<file path="config.mk">
export PLATFORM = sky130hd
export DESIGN_NAME = lmac_line_maint
export DESIGN_NICKNAME = d
export VERILOG_FILES = /design/src/shared/lmac_pkg.sv /design/src/logic/lmac_line_maint.sv
export SDC_FILE = /design/constraint.sdc
export NUM_CORES = 1
export LEC_CHECK = 0
export ABC_AREA = 1
export BUFFER_PORTS_ARGS = -buffer_cell sky130_fd_sc_hd__clkbuf_2
export CORE_UTILIZATION = 60
export CTS_CLUSTER_DIAMETER = 200
export DETAILED_ROUTE_END_ITERATION = 7
export HOLD_SLACK_MARGIN = 0.08
export PLACE_DENSITY = 0.93
export SYNTH_ARGS = -nofsm -noshare
export SYNTH_HDL_FRONTEND = slang
export SYNTH_SLANG_ARGS = --single-unit
export TNS_END_PERCENT = 1
</file>
<file path="constraint.sdc">
create_clock -name ref_clk -period 5.3 [get_ports ref_clk]
set_clock_uncertainty 0.2 [all_clocks]
set_input_delay 0.795 -clock ref_clk [delete_from_list [all_inputs] [get_ports ref_clk]]
set_output_delay 0.795 -clock ref_clk [all_outputs]
set_load 0.1 [all_outputs]
</file>
<file path="src/shared/lmac_pkg.sv">
package lmac_pkg;
    // Register indices; byte address is four times the index
    localparam logic [7:0] IDX_RXCODE   = 8'h28;
    localparam logic [7:0] IDX_THRESH   = 8'h29;
    localparam logic [7:0] IDX_MCTL_LOS = 8'h2C;
    localparam logic [7:0] IDX_MCTL_ERR = 8'h31;
    localparam logic [7:0] IDX_TERM     = 8'h32;
    localparam logic [7:0] IDX_IEN_LINE = 8'h33;
    localparam logic [7:0] IDX_IEN_ERR  = 8'h34;
    localparam logic [7:0] IDX_EDGE     = 8'h35;
    localparam logic [7:0] IDX_LSTAT    = 8'h36;
    localparam logic [7:0] IDX_IST_LINE = 8'h3A;
    localparam logic [7:0] IDX_IST_ERR  = 8'h3B;
    localparam logic [7:0] IDX_CNT_HI   = 8'h3C;
    localparam logic [7:0] IDX_CNT_LO   = 8'h3D;

    // Writable bits of each register
    localparam logic [7:0] M_RXCODE   = 8'h01;
    localparam logic [7:0] M_THRESH   = 8'h1F;
    localparam logic [7:0] M_MCTL_LOS = 8'h07;
    localparam logic [7:0] M_MCTL_ERR = 8'h5F;
    localparam logic [7:0] M_TERM     = 8'h3F;
    localparam logic [7:0] M_IEN_LINE = 8'h05;
    localparam logic [7:0] M_IEN_ERR  = 8'h77;
    localparam logic [7:0] M_EDGE     = 8'h05;

    // Reset values
    localparam logic [7:0] RST_ZERO   = 8'h00;
    localparam logic [7:0] RST_THRESH = 8'h15;
    localparam logic [7:0] RST_TERM   = 8'h07;

    // Field positions
    localparam int B_AMI    = 0;
    localparam int B_CRIT   = 2;
    localparam int B_RAISE  = 1;
    localparam int B_TXONES = 0;
    localparam int B_VIOL   = 6;
    localparam int B_ZCRIT  = 4;
    localparam int B_ZEN_HI = 3;
    localparam int B_ZEN_LO = 2;
    localparam int B_RMODE  = 1;
    localparam int B_XFER   = 0;
    localparam int B_LOS    = 0;
    localparam int B_DF     = 2;
    localparam int B_DAC    = 6;
    localparam int B_TJA    = 5;
    localparam int B_RJA    = 4;
    localparam int B_EXZ    = 2;
    localparam int B_CV     = 1;
    localparam int B_CNTOV  = 0;
    localparam int B_TERMTOP = 2;
    localparam int B_TXT_HI = 4;
    localparam int B_TXT_LO = 3;

    // Counts in bit intervals; ZEN_ON is the count enable code, CNT_FULL the counter's full value
    localparam logic [10:0] LOS_RUN_T1   = 11'd175;
    localparam logic [10:0] LOS_RUN_I    = 11'd1544;
    localparam logic [6:0]  CLR_WIN_LAST = 7'd127;
    localparam logic [7:0]  CLR_MIN_ONES = 8'd16;
    localparam logic [6:0]  CLR_MAX_ZERO = 7'd100;
    localparam logic [6:0]  EXZ_AMI_ANSI = 7'd15;
    localparam logic [6:0]  EXZ_AMI_FCC  = 7'd80;
    localparam logic [6:0]  EXZ_B8ZS     = 7'd7;
    localparam logic [6:0]  ZRUN_MAX     = 7'd127;
    localparam logic [1:0]  ZEN_ON       = 2'b01;
    localparam logic [15:0] CNT_FULL     = 16'hFFFF;
    // Clear threshold sits 4 dB above declare; one code step is 2 dB
    localparam logic [4:0]  CLR_HYST     = 5'd2;

    typedef enum logic [1:0] {
        LS_OK   = 2'b01,
        LS_LOST = 2'b10
    } lmac_los_e;

    // Per-bit indications from the analog front end
    typedef struct packed {
        logic bitTick;
        logic levelBelow;
        logic levelAboveClear;
        logic rxMark;
        logic codeViol;
    } lmac_afe_s;

    // Other asynchronous status and event inputs
    typedef struct packed {
        logic driverFault;
        logic tmplOver;
        logic txFifoErr;
        logic rxFifoErr;
        logic oneSec;
    } lmac_ext_s;
endpackage

</file>
<file path="src/logic/lmac_line_maint.sv">
// The implementer's own choice: the APB register port.
`timescale 1ns/10ps
// Operation
// - Criterion 0: declare loss after 175 consecutive low-level bits.
// - Criterion 1: declare loss after 1544 consecutive low-level bits.
// - Clear needs level above clear point, 12.5% ones, run under 100 zeros per 128.
// - Declare threshold is Q; clear threshold is Q plus 4 dB.
// - Receive all-ones during loss when receive insertion enabled.
// - Transmit all-ones during receive loss when transmit insertion enabled.
// - Each rising edge of violation insert sends exactly one violation.
// - Zero criterion 0: error past 15 zeros AMI, past 7 B8ZS.
// - Zero criterion 1: error past 80 zeros AMI, B8ZS still 7.
// - Count zero errors in 16-bit counter only when enable field is 01.
// - Manual mode: transfer bit rising edge copies counter to result bytes.
// - Auto mode: counter copied to result bytes every second.
// - Transfer bit ignored in auto mode; software re-arms it through zero.
// - Receive codes 0-3 pick 75/120/100/110 ohm; top bit set bypasses.
// - A source reaches the interrupt pin only when its enable is set.
// - Edge select 0: flag set on rising status change only.
// - Edge select 1: flag set on either status change.
// - Driver failure status bit reads current transmit driver fault.
// - Loss status bit reads 1 while loss is declared.
// - Latched flags stay set until software writes one to clear.
// - Counter overflow sets a latched, maskable flag.
module lmac_line_maint
    import lmac_pkg::*;
(
    input  wire logic        ref_clk,
    input  wire logic        rst_n,
    input  wire logic        psel,
    input  wire logic        penable,
    input  wire logic        pwrite,
    input  wire logic [31:0] paddr,
    input  wire logic [31:0] pwdata,
    output logic      [31:0] prdata,
    output logic             pready,
    output logic             pslverr,
    input  wire lmac_afe_s   afeIn,
    input  wire lmac_ext_s   extIn,
    input  wire logic        txDataIn,
    output logic             rxDataOut,
    output logic             txDataOut,
    output logic             txViolation,
    output logic [4:0]       declareThreshold,
    output logic [4:0]       clearThreshold,
    output logic [1:0]       rxTermSel,
    output logic             rxTermBypass,
    output logic [1:0]       txTermSel,
    output logic             irqOut
);
    lmac_afe_s   afeS1, afeS2;
    lmac_ext_s   extS1, extS2;
    logic        txS1, txS2, tickPrev, secPrev, dfPrev;
    logic [7:0]  rxCode, thresh, mctlLos, mctlErr, term, ienLine, ienErr, edgeSel;
    logic [7:0]  istLine, istErr, rdData;
    logic [7:0]  next_istLine, next_istErr;
    lmac_los_e   losState;
    logic        losS, losPrev;
    logic [10:0] belowRun, losLimit;
    logic [6:0]  zeroRun, winCnt, exzLimit;
    logic [7:0]  onesCnt;
    logic        aboveAll, longRun;
    logic [15:0] zeroCnt, resultCnt;
    logic        violPrev, violPend, xferPrev, exzEvt, cntOvf;
    logic        bitEdge, secEdge, winLast, clearOk, wrEn, aligned, hit;
    logic [6:0]  zeroNext;

    // Either-edge or rising-edge detect, shared by loss and driver fault
    function automatic logic edgeHit(input logic cur, input logic prev, input logic both);
        edgeHit = both ? (cur ^ prev) : (cur & ~prev);
    endfunction

    // Every front-end, status and transmit data input crosses two flops before any logic reads it; the APB inputs are used directly
    always_ff @(posedge ref_clk or negedge rst_n) begin
        if (!rst_n) begin
            afeS1 <= '0;
            afeS2 <= '0;
            extS1 <= '0;
            extS2 <= '0;
            txS1  <= 1'b0;
            txS2  <= 1'b0;
        end else begin
            afeS1 <= afeIn;
            afeS2 <= afeS1;
            extS1 <= extIn;
            extS2 <= extS1;
            txS1  <= txDataIn;
            txS2  <= txS1;
        end
    end

    // Edge history taken from the second stage, and from the loss state
    always_ff @(posedge ref_clk or negedge rst_n) begin
        if (!rst_n) begin
            tickPrev <= 1'b0;
            secPrev  <= 1'b0;
            dfPrev   <= 1'b0;
            losPrev  <= 1'b0;
        end else begin
            tickPrev <= afeS2.bitTick;
            secPrev  <= extS2.oneSec;
            dfPrev   <= extS2.driverFault;
            losPrev  <= losS;
        end
    end

    assign bitEdge = afeS2.bitTick & ~tickPrev;
    assign secEdge = extS2.oneSec & ~secPrev;
    assign losS    = (losState == LS_LOST);

    // Bus decode: access phase waits one cycle so read data is registered
    assign aligned = (paddr[1:0] == 2'b00) && (paddr[31:10] == 22'd0);
    assign wrEn    = psel & penable & pready & pwrite & aligned;

    always_comb begin
        hit    = aligned;
        rdData = 8'h00;
        unique case (paddr[9:2])
            IDX_RXCODE:   rdData = rxCode;
            IDX_THRESH:   rdData = thresh;
            IDX_MCTL_LOS: rdData = mctlLos;
            IDX_MCTL_ERR: rdData = mctlErr;
            IDX_TERM:     rdData = term;
            IDX_IEN_LINE: rdData = ienLine;
            IDX_IEN_ERR:  rdData = ienErr;
            IDX_EDGE:     rdData = edgeSel;
            IDX_LSTAT: begin
                rdData[B_DF]  = extS2.driverFault;
                rdData[B_LOS] = losS;
            end
            IDX_IST_LINE: rdData = istLine;
            IDX_IST_ERR:  rdData = istErr;
            IDX_CNT_HI:   rdData = resultCnt[15:8];
            IDX_CNT_LO:   rdData = resultCnt[7:0];
            default:      hit = 1'b0;
        endcase
    end

    // Answer: pready rises one cycle into the access phase
    always_ff @(posedge ref_clk or negedge rst_n) begin
        if (!rst_n) begin
            pready  <= 1'b0;
            pslverr <= 1'b0;
            prdata  <= 32'h0000_0000;
        end else if (psel && penable && !pready) begin
            pready  <= 1'b1;
            pslverr <= ~hit;
            prdata  <= {24'h00_0000, (pwrite ? 8'h00 : rdData)};
        end else begin
            pready  <= 1'b0;
            pslverr <= 1'b0;
        end
    end

    // Control registers
    always_ff @(posedge ref_clk or negedge rst_n) begin
        if (!rst_n) begin
            rxCode  <= RST_ZERO;
            thresh  <= RST_THRESH;
            mctlLos <= RST_ZERO;
            mctlErr <= RST_ZERO;
            term    <= RST_TERM;
            ienLine <= RST_ZERO;
            ienErr  <= RST_ZERO;
            edgeSel <= RST_ZERO;
        end else if (wrEn) begin
            unique case (paddr[9:2])
                IDX_RXCODE:   rxCode  <= pwdata[7:0] & M_RXCODE;
                IDX_THRESH:   thresh  <= pwdata[7:0] & M_THRESH;
                IDX_MCTL_LOS: mctlLos <= pwdata[7:0] & M_MCTL_LOS;
                IDX_MCTL_ERR: mctlErr <= pwdata[7:0] & M_MCTL_ERR;
                IDX_TERM:     term    <= pwdata[7:0] & M_TERM;
                IDX_IEN_LINE: ienLine <= pwdata[7:0] & M_IEN_LINE;
                IDX_IEN_ERR:  ienErr  <= pwdata[7:0] & M_IEN_ERR;
                IDX_EDGE:     edgeSel <= pwdata[7:0] & M_EDGE;
                default:      ;
            endcase
        end
    end

    // Front-end thresholds and termination decode
    always_ff @(posedge ref_clk or negedge rst_n) begin
        if (!rst_n) begin
            declareThreshold <= RST_THRESH[4:0];
            clearThreshold   <= RST_THRESH[4:0] - CLR_HYST;
            rxTermSel        <= RST_TERM[1:0];
            rxTermBypass     <= RST_TERM[B_TERMTOP];
            txTermSel        <= 2'b00;
        end else begin
            declareThreshold <= thresh[4:0];
            clearThreshold   <= (thresh[4:0] > CLR_HYST) ? thresh[4:0] - CLR_HYST
                                                         : 5'd0;
            rxTermSel        <= term[1:0];
            rxTermBypass     <= term[B_TERMTOP];
            txTermSel        <= term[B_TXT_HI:B_TXT_LO];
        end
    end

    assign losLimit = mctlLos[B_CRIT] ? LOS_RUN_I : LOS_RUN_T1;
    assign winLast  = bitEdge && (winCnt == CLR_WIN_LAST);
    assign clearOk  = aboveAll && afeS2.levelAboveClear && !longRun
                      && (zeroNext < CLR_MAX_ZERO)
                      && (onesCnt + {7'd0, afeS2.rxMark} >= CLR_MIN_ONES);

    // Run of bits below the declare threshold
    always_ff @(posedge ref_clk or negedge rst_n) begin
        if (!rst_n) begin
            belowRun <= 11'd0;
        end else if (bitEdge) begin
            if (!afeS2.levelBelow || losS)
                belowRun <= 11'd0;
            else if (belowRun != LOS_RUN_I)
                belowRun <= belowRun + 11'd1;
        end
    end

    // 128-bit clearing window; judged only at its last bit
    always_ff @(posedge ref_clk or negedge rst_n) begin
        if (!rst_n) begin
            winCnt   <= 7'd0;
            onesCnt  <= 8'd0;
            aboveAll <= 1'b1;
            longRun  <= 1'b0;
        end else if (bitEdge) begin
            winCnt <= winCnt + 7'd1;
            if (winLast) begin
                onesCnt  <= 8'd0;
                aboveAll <= 1'b1;
                longRun  <= 1'b0;
            end else begin
                onesCnt  <= onesCnt + {7'd0, afeS2.rxMark};
                aboveAll <= aboveAll & afeS2.levelAboveClear;
                longRun  <= longRun | (zeroNext >= CLR_MAX_ZERO);
            end
        end
    end

    // Loss state machine
    always_ff @(posedge ref_clk or negedge rst_n) begin
        if (!rst_n) begin
            losState <= LS_OK;
        end else begin
            unique case (losState)
                LS_OK:
                    if (bitEdge && afeS2.levelBelow && belowRun == losLimit - 11'd1)
                        losState <= LS_LOST;
                LS_LOST:
                    if (winLast && clearOk)
                        losState <= LS_OK;
                default: losState <= LS_OK;
            endcase
        end
    end

    // Data paths; all-ones override follows loss within one cycle
    always_ff @(posedge ref_clk or negedge rst_n) begin
        if (!rst_n) begin
            rxDataOut <= 1'b0;
            txDataOut <= 1'b0;
        end else begin
            rxDataOut <= (losS && mctlLos[B_RAISE]) ? 1'b1 : afeS2.rxMark;
            txDataOut <= (losS && mctlLos[B_TXONES]) ? 1'b1 : txS2;
        end
    end

    // One violation per rising edge, sent on the next bit interval
    always_ff @(posedge ref_clk or negedge rst_n) begin
        if (!rst_n) begin
            violPrev    <= 1'b0;
            violPend    <= 1'b0;
            txViolation <= 1'b0;
        end else begin
            violPrev <= mctlErr[B_VIOL];
            if (mctlErr[B_VIOL] && !violPrev)
                violPend <= 1'b1;
            else if (bitEdge)
                violPend <= 1'b0;
            if (bitEdge)
                txViolation <= violPend;
        end
    end

    // Zero run limit by line code and criterion
    always_comb begin
        if (!rxCode[B_AMI])
            exzLimit = EXZ_B8ZS;
        else
            exzLimit = mctlErr[B_ZCRIT] ? EXZ_AMI_FCC : EXZ_AMI_ANSI;
    end

    assign zeroNext = afeS2.rxMark ? 7'd0 :
                      (zeroRun == ZRUN_MAX) ? ZRUN_MAX : zeroRun + 7'd1;
    assign exzEvt   = bitEdge && !afeS2.rxMark && (zeroNext == exzLimit + 7'd1);
    assign cntOvf   = exzEvt && (mctlErr[B_ZEN_HI:B_ZEN_LO] == ZEN_ON) && zeroCnt == CNT_FULL;

    // Zero run tracker
    always_ff @(posedge ref_clk or negedge rst_n) begin
        if (!rst_n)
            zeroRun <= 7'd0;
        else if (bitEdge)
            zeroRun <= zeroNext;
    end

    // Error counter and report transfer
    always_ff @(posedge ref_clk or negedge rst_n) begin
        if (!rst_n) begin
            zeroCnt   <= 16'h0000;
            resultCnt <= 16'h0000;
            xferPrev  <= 1'b0;
        end else begin
            xferPrev <= mctlErr[B_XFER];
            if (exzEvt && mctlErr[B_ZEN_HI:B_ZEN_LO] == ZEN_ON)
                zeroCnt <= zeroCnt + 16'h0001;
            if (!mctlErr[B_RMODE] && mctlErr[B_XFER] && !xferPrev)
                resultCnt <= zeroCnt;
            else if (mctlErr[B_RMODE] && secEdge)
                resultCnt <= zeroCnt;
        end
    end

    // Sticky flags: a set in the clearing cycle wins over the clear
    always_comb begin
        next_istLine = istLine;
        next_istErr  = istErr;
        if (wrEn && paddr[9:2] == IDX_IST_LINE)
            next_istLine = istLine & ~pwdata[7:0];
        if (wrEn && paddr[9:2] == IDX_IST_ERR)
            next_istErr = istErr & ~pwdata[7:0];
        if (edgeHit(losS, losPrev, edgeSel[B_LOS]))
            next_istLine[B_LOS] = 1'b1;
        if (edgeHit(extS2.driverFault, dfPrev, edgeSel[B_DF]))
            next_istLine[B_DF] = 1'b1;
        if (extS2.tmplOver)
            next_istErr[B_DAC] = 1'b1;
        if (extS2.txFifoErr)
            next_istErr[B_TJA] = 1'b1;
        if (extS2.rxFifoErr)
            next_istErr[B_RJA] = 1'b1;
        if (exzEvt)
            next_istErr[B_EXZ] = 1'b1;
        if (bitEdge && afeS2.codeViol)
            next_istErr[B_CV] = 1'b1;
        if (cntOvf)
            next_istErr[B_CNTOV] = 1'b1;
    end

    // Flag registers and masked interrupt pin
    always_ff @(posedge ref_clk or negedge rst_n) begin
        if (!rst_n) begin
            istLine <= RST_ZERO;
            istErr  <= RST_ZERO;
            irqOut  <= 1'b0;
        end else begin
            istLine <= next_istLine;
            istErr  <= next_istErr;
            irqOut  <= |{istLine & ienLine, istErr & ienErr};
        end
    end
endmodule

</file>
==> results of run 1 <==
-- layer usage --
metal / track usage / wire [µm] / part of all wire
met1: 0.3880 / 8138 / 0.39
met2: 0.5025 / 10410 / 0.50
met3: 0.06601 / 1729 / 0.082
met4: 0.1343 / 700 / 0.033
met5: 0 / 0 / 0
-- cells in the mapped netlist (6+ instances only) --
library cell | instances | area share
nand2_1 | 272 | 0.12
dfrtp_1 | 157 | 0.46
inv_1 | 92 | 0.040
nor2_1 | 80 | 0.035
o21ai_0 | 67 | 0.039
nand3_1 | 58 | 0.034
nand4_1 | 50 | 0.036
buf_4 | 27 | 0.024
a21oi_1 | 18 | 0.010
dfstp_2 | 17 | 0.052
xor2_1 | 16 | 0.016
nor3_1 | 15 | 0.0087
o21ai_1 | 14 | 0.0081
ha_1 | 10 | 0.015
nand2_2 | 10 | 0.0073
nor2_2 | 10 | 0.0073
xnor2_1 | 9 | 0.0091
buf_2 | 7 | 0.0041
nor2_4 | 7 | 0.0091
a21boi_0 | 6 | 0.0052
clkbuf_1 | 6 | 0.0026
nand3_2 | 6 | 0.0070
-- flip-flops by register name, summed over array words and instances, names as in the netlist, 6 cells and up --
name       flops
resultCnt     16
zeroCnt       16
belowRun      11
istErr         8
istLine        8
onesCnt        8
prdata         8
winCnt         7
zeroRun        7
ienErr         6
mctlErr        6
term           6
-- final timing paths --
check	startpoint	end	slack (ps)	depth (start not counted)
worst min register to register	afeS1[0]$_DFF_PN0_	afeS2[0]$_DFF_PN0_	150	0
worst min-delay path	afeS1[0]$_DFF_PN0_	afeS2[0]$_DFF_PN0_	150	0
worst max register to register	zeroRun[0]$_DFFE_PN0P_	zeroCnt[13]$_DFFE_PN0P_	2780	11
worst max-delay path	paddr[5]	prdata[0]$_DFFE_PN0P_	2550	11
min in group asynchronous	rst_n	onesCnt[6]$_DFFE_PN0P_	220	1
max in group asynchronous	rst_n	aboveAll$_DFFE_PN1P_	3520	2
-- power by group through the flow --
stage	combinational, mW	sequential [mW]	clock (mW)
3_3_place_gp	0.259	1.44	0
6_report	0.268	1.42	1.33
2_1_floorplan	0.193	1.45	0
3_5_place_dp	0.267	1.44	0
4_1_cts	0.269	1.42	1.33
5_1_grt	0.295	1.42	1.38
-- final cells by class --
cell class / count / area (µm²) / share of cell area
Clock buffer: 17 / 425.4 / 0.04387
Clock inverter: 15 / 195.2 / 0.02013
Tap cell: 180 / 225.2 / 0.02323
Inverter: 99 / 371.6 / 0.03832
Timing Repair Buffer: 88 / 456.7 / 0.04710
Multi-Input combinational cell: 714 / 3647 / 0.3761
Sequential cell: 174 / 4375 / 0.4512
-- worst reg2reg max path, cell delays in order (launching register included) --
cell     delay, ps
dfrtp_1        460
ha_1           320
nand2_4        120
nor2_4          40
nand2_4        110
inv_1           60
o21ai_1        180
nand3_2        150
nor2_8         300
nand3_4        260
nand2_1        160
nand2_1         60
-- cells by family (layout without fill, tap and decap cells) --
| logic type | count (synthesis) | count (layout) | share of synthesized area |
|---|---|---|---|
| xor gates and xnor gates | 25 | 25 | 0.02541 |
| and+or+nand+nor | 528 | 528 | 0.2878 |
| adders and majority gates | 10 | 10 | 0.01452 |
| muxes | 5 | 5 | 0.006534 |
| other | 1 | 24 | 0.0004352 |
| buffers and inverters | 144 | 219 | 0.07899 |
| AOI/OAI and AO/OA | 122 | 122 | 0.07855 |
| DFF | 174 | 174 | 0.5078 |
==> impl_summary.log, run 1 <==
INFO  metric max-slew-margin-rel = 0.1937
INFO  metric detailed_place_hpwl = 14440 µm
INFO  metric max_freq = 363.9 MHz
INFO  metric unrepaired_setup_endpoints_after_global_routing = no
INFO  metric first_pass_grt_wire_length = 34580 µm
INFO  metric run_status = complete, no violations
INFO  metric synth_seq_area_share = 0.5078
INFO  metric area.growth.synth_to_final = 12.53%
INFO  metric setup.worst_path.start_class = input pin
INFO  metric dieArea = 14850 µm²
INFO  metric cts_inserted_buffers = 17
INFO  metric antenna_violations_before_repair = 0
INFO  metric nNetsFinal = 1184
INFO  metric drive_gt1_frac = 0.1771
INFO  metric fin_total_pwr = 3.017 mW
INFO  metric final_critical_path_setup_slack = 2552 ps
INFO  metric die-height = 121.8 µm
INFO  metric routedWlPerCell = 16.30 µm
INFO  metric cts-root-buf = clkbuf_16
INFO  metric portBuffers = 84
INFO  metric crit_top_cell = nand2_1
INFO  metric drc = 0
INFO  metric wirelength = 20980 µm
INFO  metric share_comb_of_total_power = 0.089
INFO  metric power.static_leakage = 4.897 nW
INFO  metric post_cts.resized_instances = 0
INFO  metric cp_slowest_stage_delay = 950 ps
INFO  metric final-instance-count-excl-fill = 1287
INFO  metric total_of_max_cap_violations = 0
INFO  metric async_reset_ff_frac = 1.000
INFO  metric peak_supply_drop = 0.0002411 V
INFO  metric fp.dieW = 121.8 µm
INFO  metric crit_buf_inv = 3
INFO  metric tritoncts = done
INFO  metric clock_sinks = 174
INFO  metric required_time_at_the_worst_slack_endpoint = 5480 ps
INFO  metric stdcell_area = 9697 µm²
INFO  metric number_of_cells_produced_by_synthesis = 1009
INFO  metric powerDensity = 311.1 nW/µm²
INFO  metric worst-endpoint-arrival = 2930 ps
INFO  metric antennaDiodeCount = 0
INFO  metric internal_power = 2.199 mW
INFO  metric fp.coreArea = 13930 µm²
INFO  metric starting_density_of_the_core = 0.6184
INFO  metric final_hold_viol_count = 0
INFO  metric maximum_number_of_pins_on_one_net_before_global_route_repair = 103
INFO  metric p_clk_frac = 0.441
INFO  metric finalWeightedCongestion = 0.9524
INFO  metric period_needed = 2748 ps
INFO  metric global_route.usage.total = 0.3052
INFO  metric swShare = 0.2712
INFO  metric power.share.sequential = 0.471
INFO  metric cpLargestDelayFamily = simple AND/OR/NAND/NOR gates
INFO  metric most_frequently_used_flop_master_after_synthesis = dfrtp_1
INFO  metric synth_warnings = 0
INFO  metric p_sw = 0.8182 mW
INFO  metric clk_transition_reported_paths = 70 ps
INFO  metric clkLatencyLatePin = 450 ps
INFO  metric path_type_of_the_worst_setup_path = in2reg
INFO  metric filler_cells = 1030
INFO  metric ff_latch_count_synth = 174
INFO  metric layout.cells.most_common = nand2_1
INFO  metric antenna_left = 0
INFO  metric crit_path_cell_trace = clkbuf_2, inv_1, nor2_2, inv_2, nor3_1, nand2_1, nand2_1, nor2_1, nand3_1, nand2_1, nand2_1
INFO  metric fin_tns_setup = 0 ps
INFO  metric yosys.cell_types.count = 45
INFO  metric hold_buffers = 0
INFO  metric most-common-layout-cells = nand2_1 (272), dfrtp_1 (157), inv_1 (92), clkbuf_2 (83), nor2_1 (80)
INFO  metric dp.cells = 1255
INFO  metric drt-pass1-iter-count = 6
INFO  metric placementRows = 43
INFO  metric holdCritPathClass = reg2reg
INFO  metric cts.repair_timing.setup_buffer_count = 0
INFO  metric critPathSlowestCell = nor3_1
INFO  metric pre_cts_ws = 2209 ps
INFO  metric critical_path_peak_fanout = 11
INFO  metric setup.worst_path.end_class = flip-flop
INFO  metric num_vias = 7404
INFO  metric count_of_pins_over_their_slew_limit = 0
INFO  metric timing.final.crit_share = 0.5185
INFO  metric synth_area = 8617 µm²
INFO  metric worst_slew_pin_slew = 1200 ps
INFO  metric cts_max_level = 4
INFO  metric finalSetupViolations = 0
INFO  metric via_count_of_the_first_global_routing_pass = 7188
INFO  metric postPlaceCellArea = 9076 µm²
INFO  metric overflow = 0
INFO  metric final_util = 0.6959
INFO  metric initialDrtViolationCount = 1045
INFO  metric fin_worst_hold_slack = 148.3 ps
INFO  metric clock_path_buffers = 2
INFO  metric floorplan.io_pins = 133
INFO  metric synth.avg_cell_area = 8.540 µm²
INFO  metric via_per_inst = 5.753
INFO  metric count_of_flip_flops_with_a_built_in_enable_after_synthesis = 0
Power figures use the tool's default switching activity.
==> run 2, diff against run 1 <==
--- a/config.mk
+++ b/config.mk
@@ -5,13 +5,13 @@
 export SDC_FILE = /design/constraint.sdc
 export NUM_CORES = 1
 export LEC_CHECK = 0
-export ABC_AREA = 1
+export ABC_AREA = 0
 export BUFFER_PORTS_ARGS = -buffer_cell sky130_fd_sc_hd__clkbuf_2
-export CORE_UTILIZATION = 60
+export CORE_UTILIZATION = 51
 export CTS_CLUSTER_DIAMETER = 200
 export DETAILED_ROUTE_END_ITERATION = 7
 export HOLD_SLACK_MARGIN = 0.08
-export PLACE_DENSITY = 0.93
+export PLACE_DENSITY = 0.85
 export SYNTH_ARGS = -nofsm -noshare
 export SYNTH_HDL_FRONTEND = slang
 export SYNTH_SLANG_ARGS = --single-unit
==> constraint.sdc (replaced) <==
create_clock -name ref_clk -period 2.5 [get_ports ref_clk]
set_clock_uncertainty 0.2 [all_clocks]
set_input_delay 0.375 -clock ref_clk [delete_from_list [all_inputs] [get_ports ref_clk]]
set_output_delay 0.375 -clock ref_clk [all_outputs]
set_load 0.1 [all_outputs]
==> run 2 against run 1 <==
Critical path type is now reg2reg. Non-clock buffer count up 77. Final cell count down 12%. Cell area up 2.1%. Worst setup slack worse by 2500 ps. Synthesized cell count down 25%. Core utilization down 5.2 points. Worst hold slack worse by 23 ps. First-iteration DRC count down 48%. Sequential power up 110%. Die area up 10%.
==> impl_summary.log, run 2 <==
INFO  metric routedWlPerCell = 17.50 µm (was 16.30 µm)
INFO  metric setup.worst_path.start_class = flip-flop (was input pin)
INFO  metric drc = 0 (unchanged)
INFO  metric floorplan.io_pins = 133 (unchanged)
INFO  metric clock_path_buffers = 2 (unchanged)
INFO  metric internal_power = 4.633 mW (was 2.199 mW)
INFO  metric synth.avg_cell_area = 10.74 µm² (was 8.540 µm²)
INFO  metric fin_total_pwr = 6.344 mW (was 3.017 mW)
INFO  metric area.growth.synth_to_final = 22.09% (was 12.53%)
INFO  metric finalWeightedCongestion = 0.9113 (was 0.9524)
INFO  metric fp.coreArea = 15370 µm² (was 13930 µm²)
INFO  metric worst-endpoint-arrival = 2590 ps (was 2930 ps)
INFO  metric via_count_of_the_first_global_routing_pass = 6427 (was 7188)
INFO  metric initialDrtViolationCount = 545 (was 1045)
INFO  metric top_flop_regs = resultCnt: 16 flops, zeroCnt: 16 flops, belowRun: 11 flops (unchanged)
INFO  metric synth_fa_ha_area_frac = 0.01544 (was 0.01452)
INFO  metric required_time_at_the_worst_slack_endpoint = 2660 ps (was 5480 ps)
INFO  metric portBuffers = 84 (unchanged)
INFO  metric antenna_left = 0 (unchanged)
INFO  metric tritoncts = done (unchanged)
INFO  metric worst_slew_pin_slew = 593.6 ps (was 1200 ps)
INFO  metric yosys.area_share.xor_xnor = 0.03134 (was 0.02541)
INFO  metric num_vias = 6541 (was 7404)
INFO  metric ff_latch_count_synth = 174 (unchanged)
INFO  metric maximum_number_of_pins_on_one_net_before_global_route_repair = 56 (was 103)
INFO  metric synth_seq_area_share = 0.5398 (was 0.5078)
INFO  metric die-height = 128.1 µm (was 121.8 µm)
INFO  metric synth.top_cell.area_share = 0.4847 (was 0.4559)
INFO  metric path_type_of_the_worst_setup_path = reg2reg (was in2reg)
INFO  metric async_reset_ff_frac = 1.000 (unchanged)
INFO  metric critical_path_peak_fanout = 6 (was 11)
INFO  metric first_pass_grt_wire_length = 32060 µm (was 34580 µm)
INFO  metric share_comb_of_total_power = 0.107 (was 0.089)
INFO  metric setup.worst_path.end_class = flip-flop (unchanged)
INFO  metric starting_density_of_the_core = 0.5273 (was 0.6184)
INFO  metric placementRows = 45 (was 43)
INFO  metric run_status = complete, no violations (unchanged)
INFO  metric drive_gt1_frac = 0.2916 (was 0.1771)
INFO  metric global_route.usage.total = 0.2572 (was 0.3052)
INFO  metric antennaDiodeCount = 0 (unchanged)
INFO  metric fin_tns_setup = 0 ps (unchanged)
INFO  metric total_of_max_cap_violations = 0 (unchanged)
INFO  metric fp.dieW = 128.1 µm (was 121.8 µm)
INFO  metric clk_transition_reported_paths = 70 ps (about the same)
INFO  metric max-slew-margin-rel = 0.6006 (was 0.1937)
INFO  metric period_needed = 2432 ps
INFO  metric cts_max_level = 4 (unchanged)
INFO  metric synthSimpleGateAreaFrac = 0.1735 (was 0.2878)
INFO  metric synth_warnings = 0 (unchanged)
INFO  metric final_hold_viol_count = 0 (unchanged)
INFO  metric p_clk_frac = 0.418 (was 0.441)
INFO  metric clkLatencyLatePin = 440 ps (was 450 ps)
INFO  metric peak_supply_drop = 0.0004982 V (was 0.0002411 V)
INFO  metric dieArea = 16400 µm² (was 14850 µm²)
INFO  metric drt-pass1-iter-count = 7 (was 6)
INFO  metric synth_area_leader = dfrtp_1 (unchanged)
INFO  metric number_of_cells_produced_by_synthesis = 755 (was 1009)
INFO  metric overflow = 0 (unchanged)
INFO  metric unrepaired_setup_endpoints_after_global_routing = yes (was no)
INFO  metric via_per_inst = 5.788 (was 5.753)
INFO  metric finalSetupViolations = 0 (unchanged)
INFO  metric post_synth_most_frequent_cells = dfrtp_1 (157), nand2_1 (83), mux2_2 (47), o21ai_0 (38), nand3_1 (37) (was nand2_1 (272), dfrtp_1 (157), inv_1 (92), nor2_1 (80), o21ai_0 (67))
INFO  metric most-common-layout-cells = dfrtp_1 (156), nand2_1 (83), clkbuf_2 (83), buf_4 (62), mux2_2 (47) (was nand2_1 (272), dfrtp_1 (157), inv_1 (92), clkbuf_2 (83), nor2_1 (80))
INFO  metric layout.cells.most_common = dfrtp_1 (was nand2_1)
INFO  metric powerDensity = 641.1 nW/µm² (was 311.1 nW/µm²)
INFO  metric cts-root-buf = clkbuf_16 (unchanged)
INFO  metric swShare = 0.2697 (was 0.2712)
INFO  metric power.static_leakage = 4.648 nW (was 4.897 nW)
INFO  metric synth_area = 8105 µm² (was 8617 µm²)
INFO  metric largest_family_of_logic_cells_by_synthesized_area = simple AND/OR/NAND/NOR gates (unchanged)
INFO  metric nNetsFinal = 996 (was 1184)
INFO  metric max_freq = 411.1 MHz
INFO  metric wirelength = 19770 µm (was 20980 µm)
INFO  metric post_synth_mux_area_share = 0.06916 (was 0.006534)
INFO  metric antenna_violations_before_repair = 0 (unchanged)
INFO  metric synth_area_leaders = dfrtp_1 (48%), mux2_2 (6.5%), dfstp_2 (5.5%) (was dfrtp_1 (46%), nand2_1 (12%), dfstp_2 (5.2%))
INFO  metric power.share.sequential = 0.475 (was 0.471)
INFO  metric holdCritPathClass = in2reg (was reg2reg)
INFO  metric yosys.cell_types.count = 71 (was 45)
INFO  metric detailed_place_hpwl = 13670 µm (was 14440 µm)
INFO  metric timing.final.crit_share = 0.9729
INFO  metric synth_most_common_cell = dfrtp_1 (was nand2_1)
INFO  metric most_frequently_used_flop_master_after_synthesis = dfrtp_1 (unchanged)
INFO  metric count_of_pins_over_their_slew_limit = 0 (unchanged)
INFO  metric p_sw = 1.711 mW (was 0.8182 mW)
INFO  metric count_of_flip_flops_with_a_built_in_enable_after_synthesis = 0 (unchanged)
INFO  metric post_synthesis_compound_gate_area_fraction = 0.1233 (was 0.07855)
INFO  metric clock_sinks = 174 (unchanged)
INFO  metric cts_inserted_buffers = 17 (unchanged)
==> run 2: changes by cell type in the layout (fill, tap and decap cells not counted), moves of 17 or more <==
cell	change
dlygate4sd3_1	+17
nor2_1	-48
nand4_1	-36
o21ai_0	-29
buf_4	+58
nand3_1	-22
and3_1	+20
nand2_1	-189
inv_1	-73
mux2_2	+42
==> run 2: final timing paths <==
kind / startpoint / to / slack [ps] / cells after the start
max: zeroRun[0]$_DFFE_PN0P_ / zeroCnt[11]$_DFFE_PN0P_ / 70 / 7
min: pwdata[1] / thresh[1]$_DFFE_PN0P_ / 130 / 3
max reg2reg: zeroRun[0]$_DFFE_PN0P_ / zeroCnt[11]$_DFFE_PN0P_ / 70 / 7
min reg2reg: extS1[3]$_DFF_PN0_ / extS2[3]$_DFF_PN0_ / 150 / 0
max in group asynchronous: rst_n / term[2]$_DFFE_PN1P_ / 1080 / 3
min in group asynchronous: rst_n / afeS1[1]$_DFF_PN0_ / 250 / 2
==> run 2: cell type report <==
cell class              count  area [µm²]
fillers                  1131        5475
flip-flops and latches    174        4377
multi-input cells         529        3502
repair buffers            165        1094
clock buffers              19       432.9
well taps                 211       264.0
clock inverters            13       155.1
inverters                  19       71.32
==> run 2: routing by layer <==
layer,track usage,vias up,wire length (µm)
met3,0.05968,53,1349
met5,0,-,0
met4,0.1073,0,437
li1,-,2979,-
met2,0.4309,287,9801
met1,0.3214,3222,8182
==> run 2: power groups by stage <==
stage | combinational, mW | sequential [mW] | clock [mW]
global placement | 0.620 | 3.06 | 0
detailed placement | 0.638 | 3.06 | 0
finish | 0.676 | 3.01 | 2.65
CTS | 0.670 | 3.01 | 2.69
floorplan | 0.418 | 3.07 | 0
global route | 0.740 | 3.03 | 2.79
==> run 2: logic make-up after synthesis <==
logic type      Yosys count
buf+inv                  75
other cells               1
simple gates            271
fa+ha+maj                10
mux                      50
flops                   174
xor+xnor                 29
compound gates          145
==> run 2: metrics by stage <==
| stage | utilization | setup slack (ps) | cell area, µm² | cells | hold slack [ps] |
|---|---|---|---|---|---|
| after global placement | 0.5912 | -38.44 | 9087 | 1080 | 133.5 |
| after detailed placement | 0.5912 | -78.71 | 9087 | 1080 | 136.2 |
| after CTS | 0.6431 | 23.36 | 9886 | 1130 | 87.29 |
| after floorplan | - | -76.55 | 8220 | 778 | -120.6 |
| final | 0.6438 | 67.78 | 9896 | 1130 | 125.4 |
| after global routing | 0.6438 | -28.70 | 9896 | 1130 | 126.3 |
==> run 2: timing repair <==
item | CTS | global route
hold endpoints to repair | 77 | 0
setup endpoints to repair | 12 | 19
gates resized for setup | 6 | 4
hold buffers | 17 | 0
setup buffers | 1 | 0
pin swaps | 4 | 2
==> run 2: critical path, stage by stage, from the launching register on <==
cell       delay [ps]
dfrtp_1           390
ha_2              200
and3_4            180
a2111oi_4         310
o2111ai_2         190
or4b_4            580
nor3_2            150
xor2_1            160
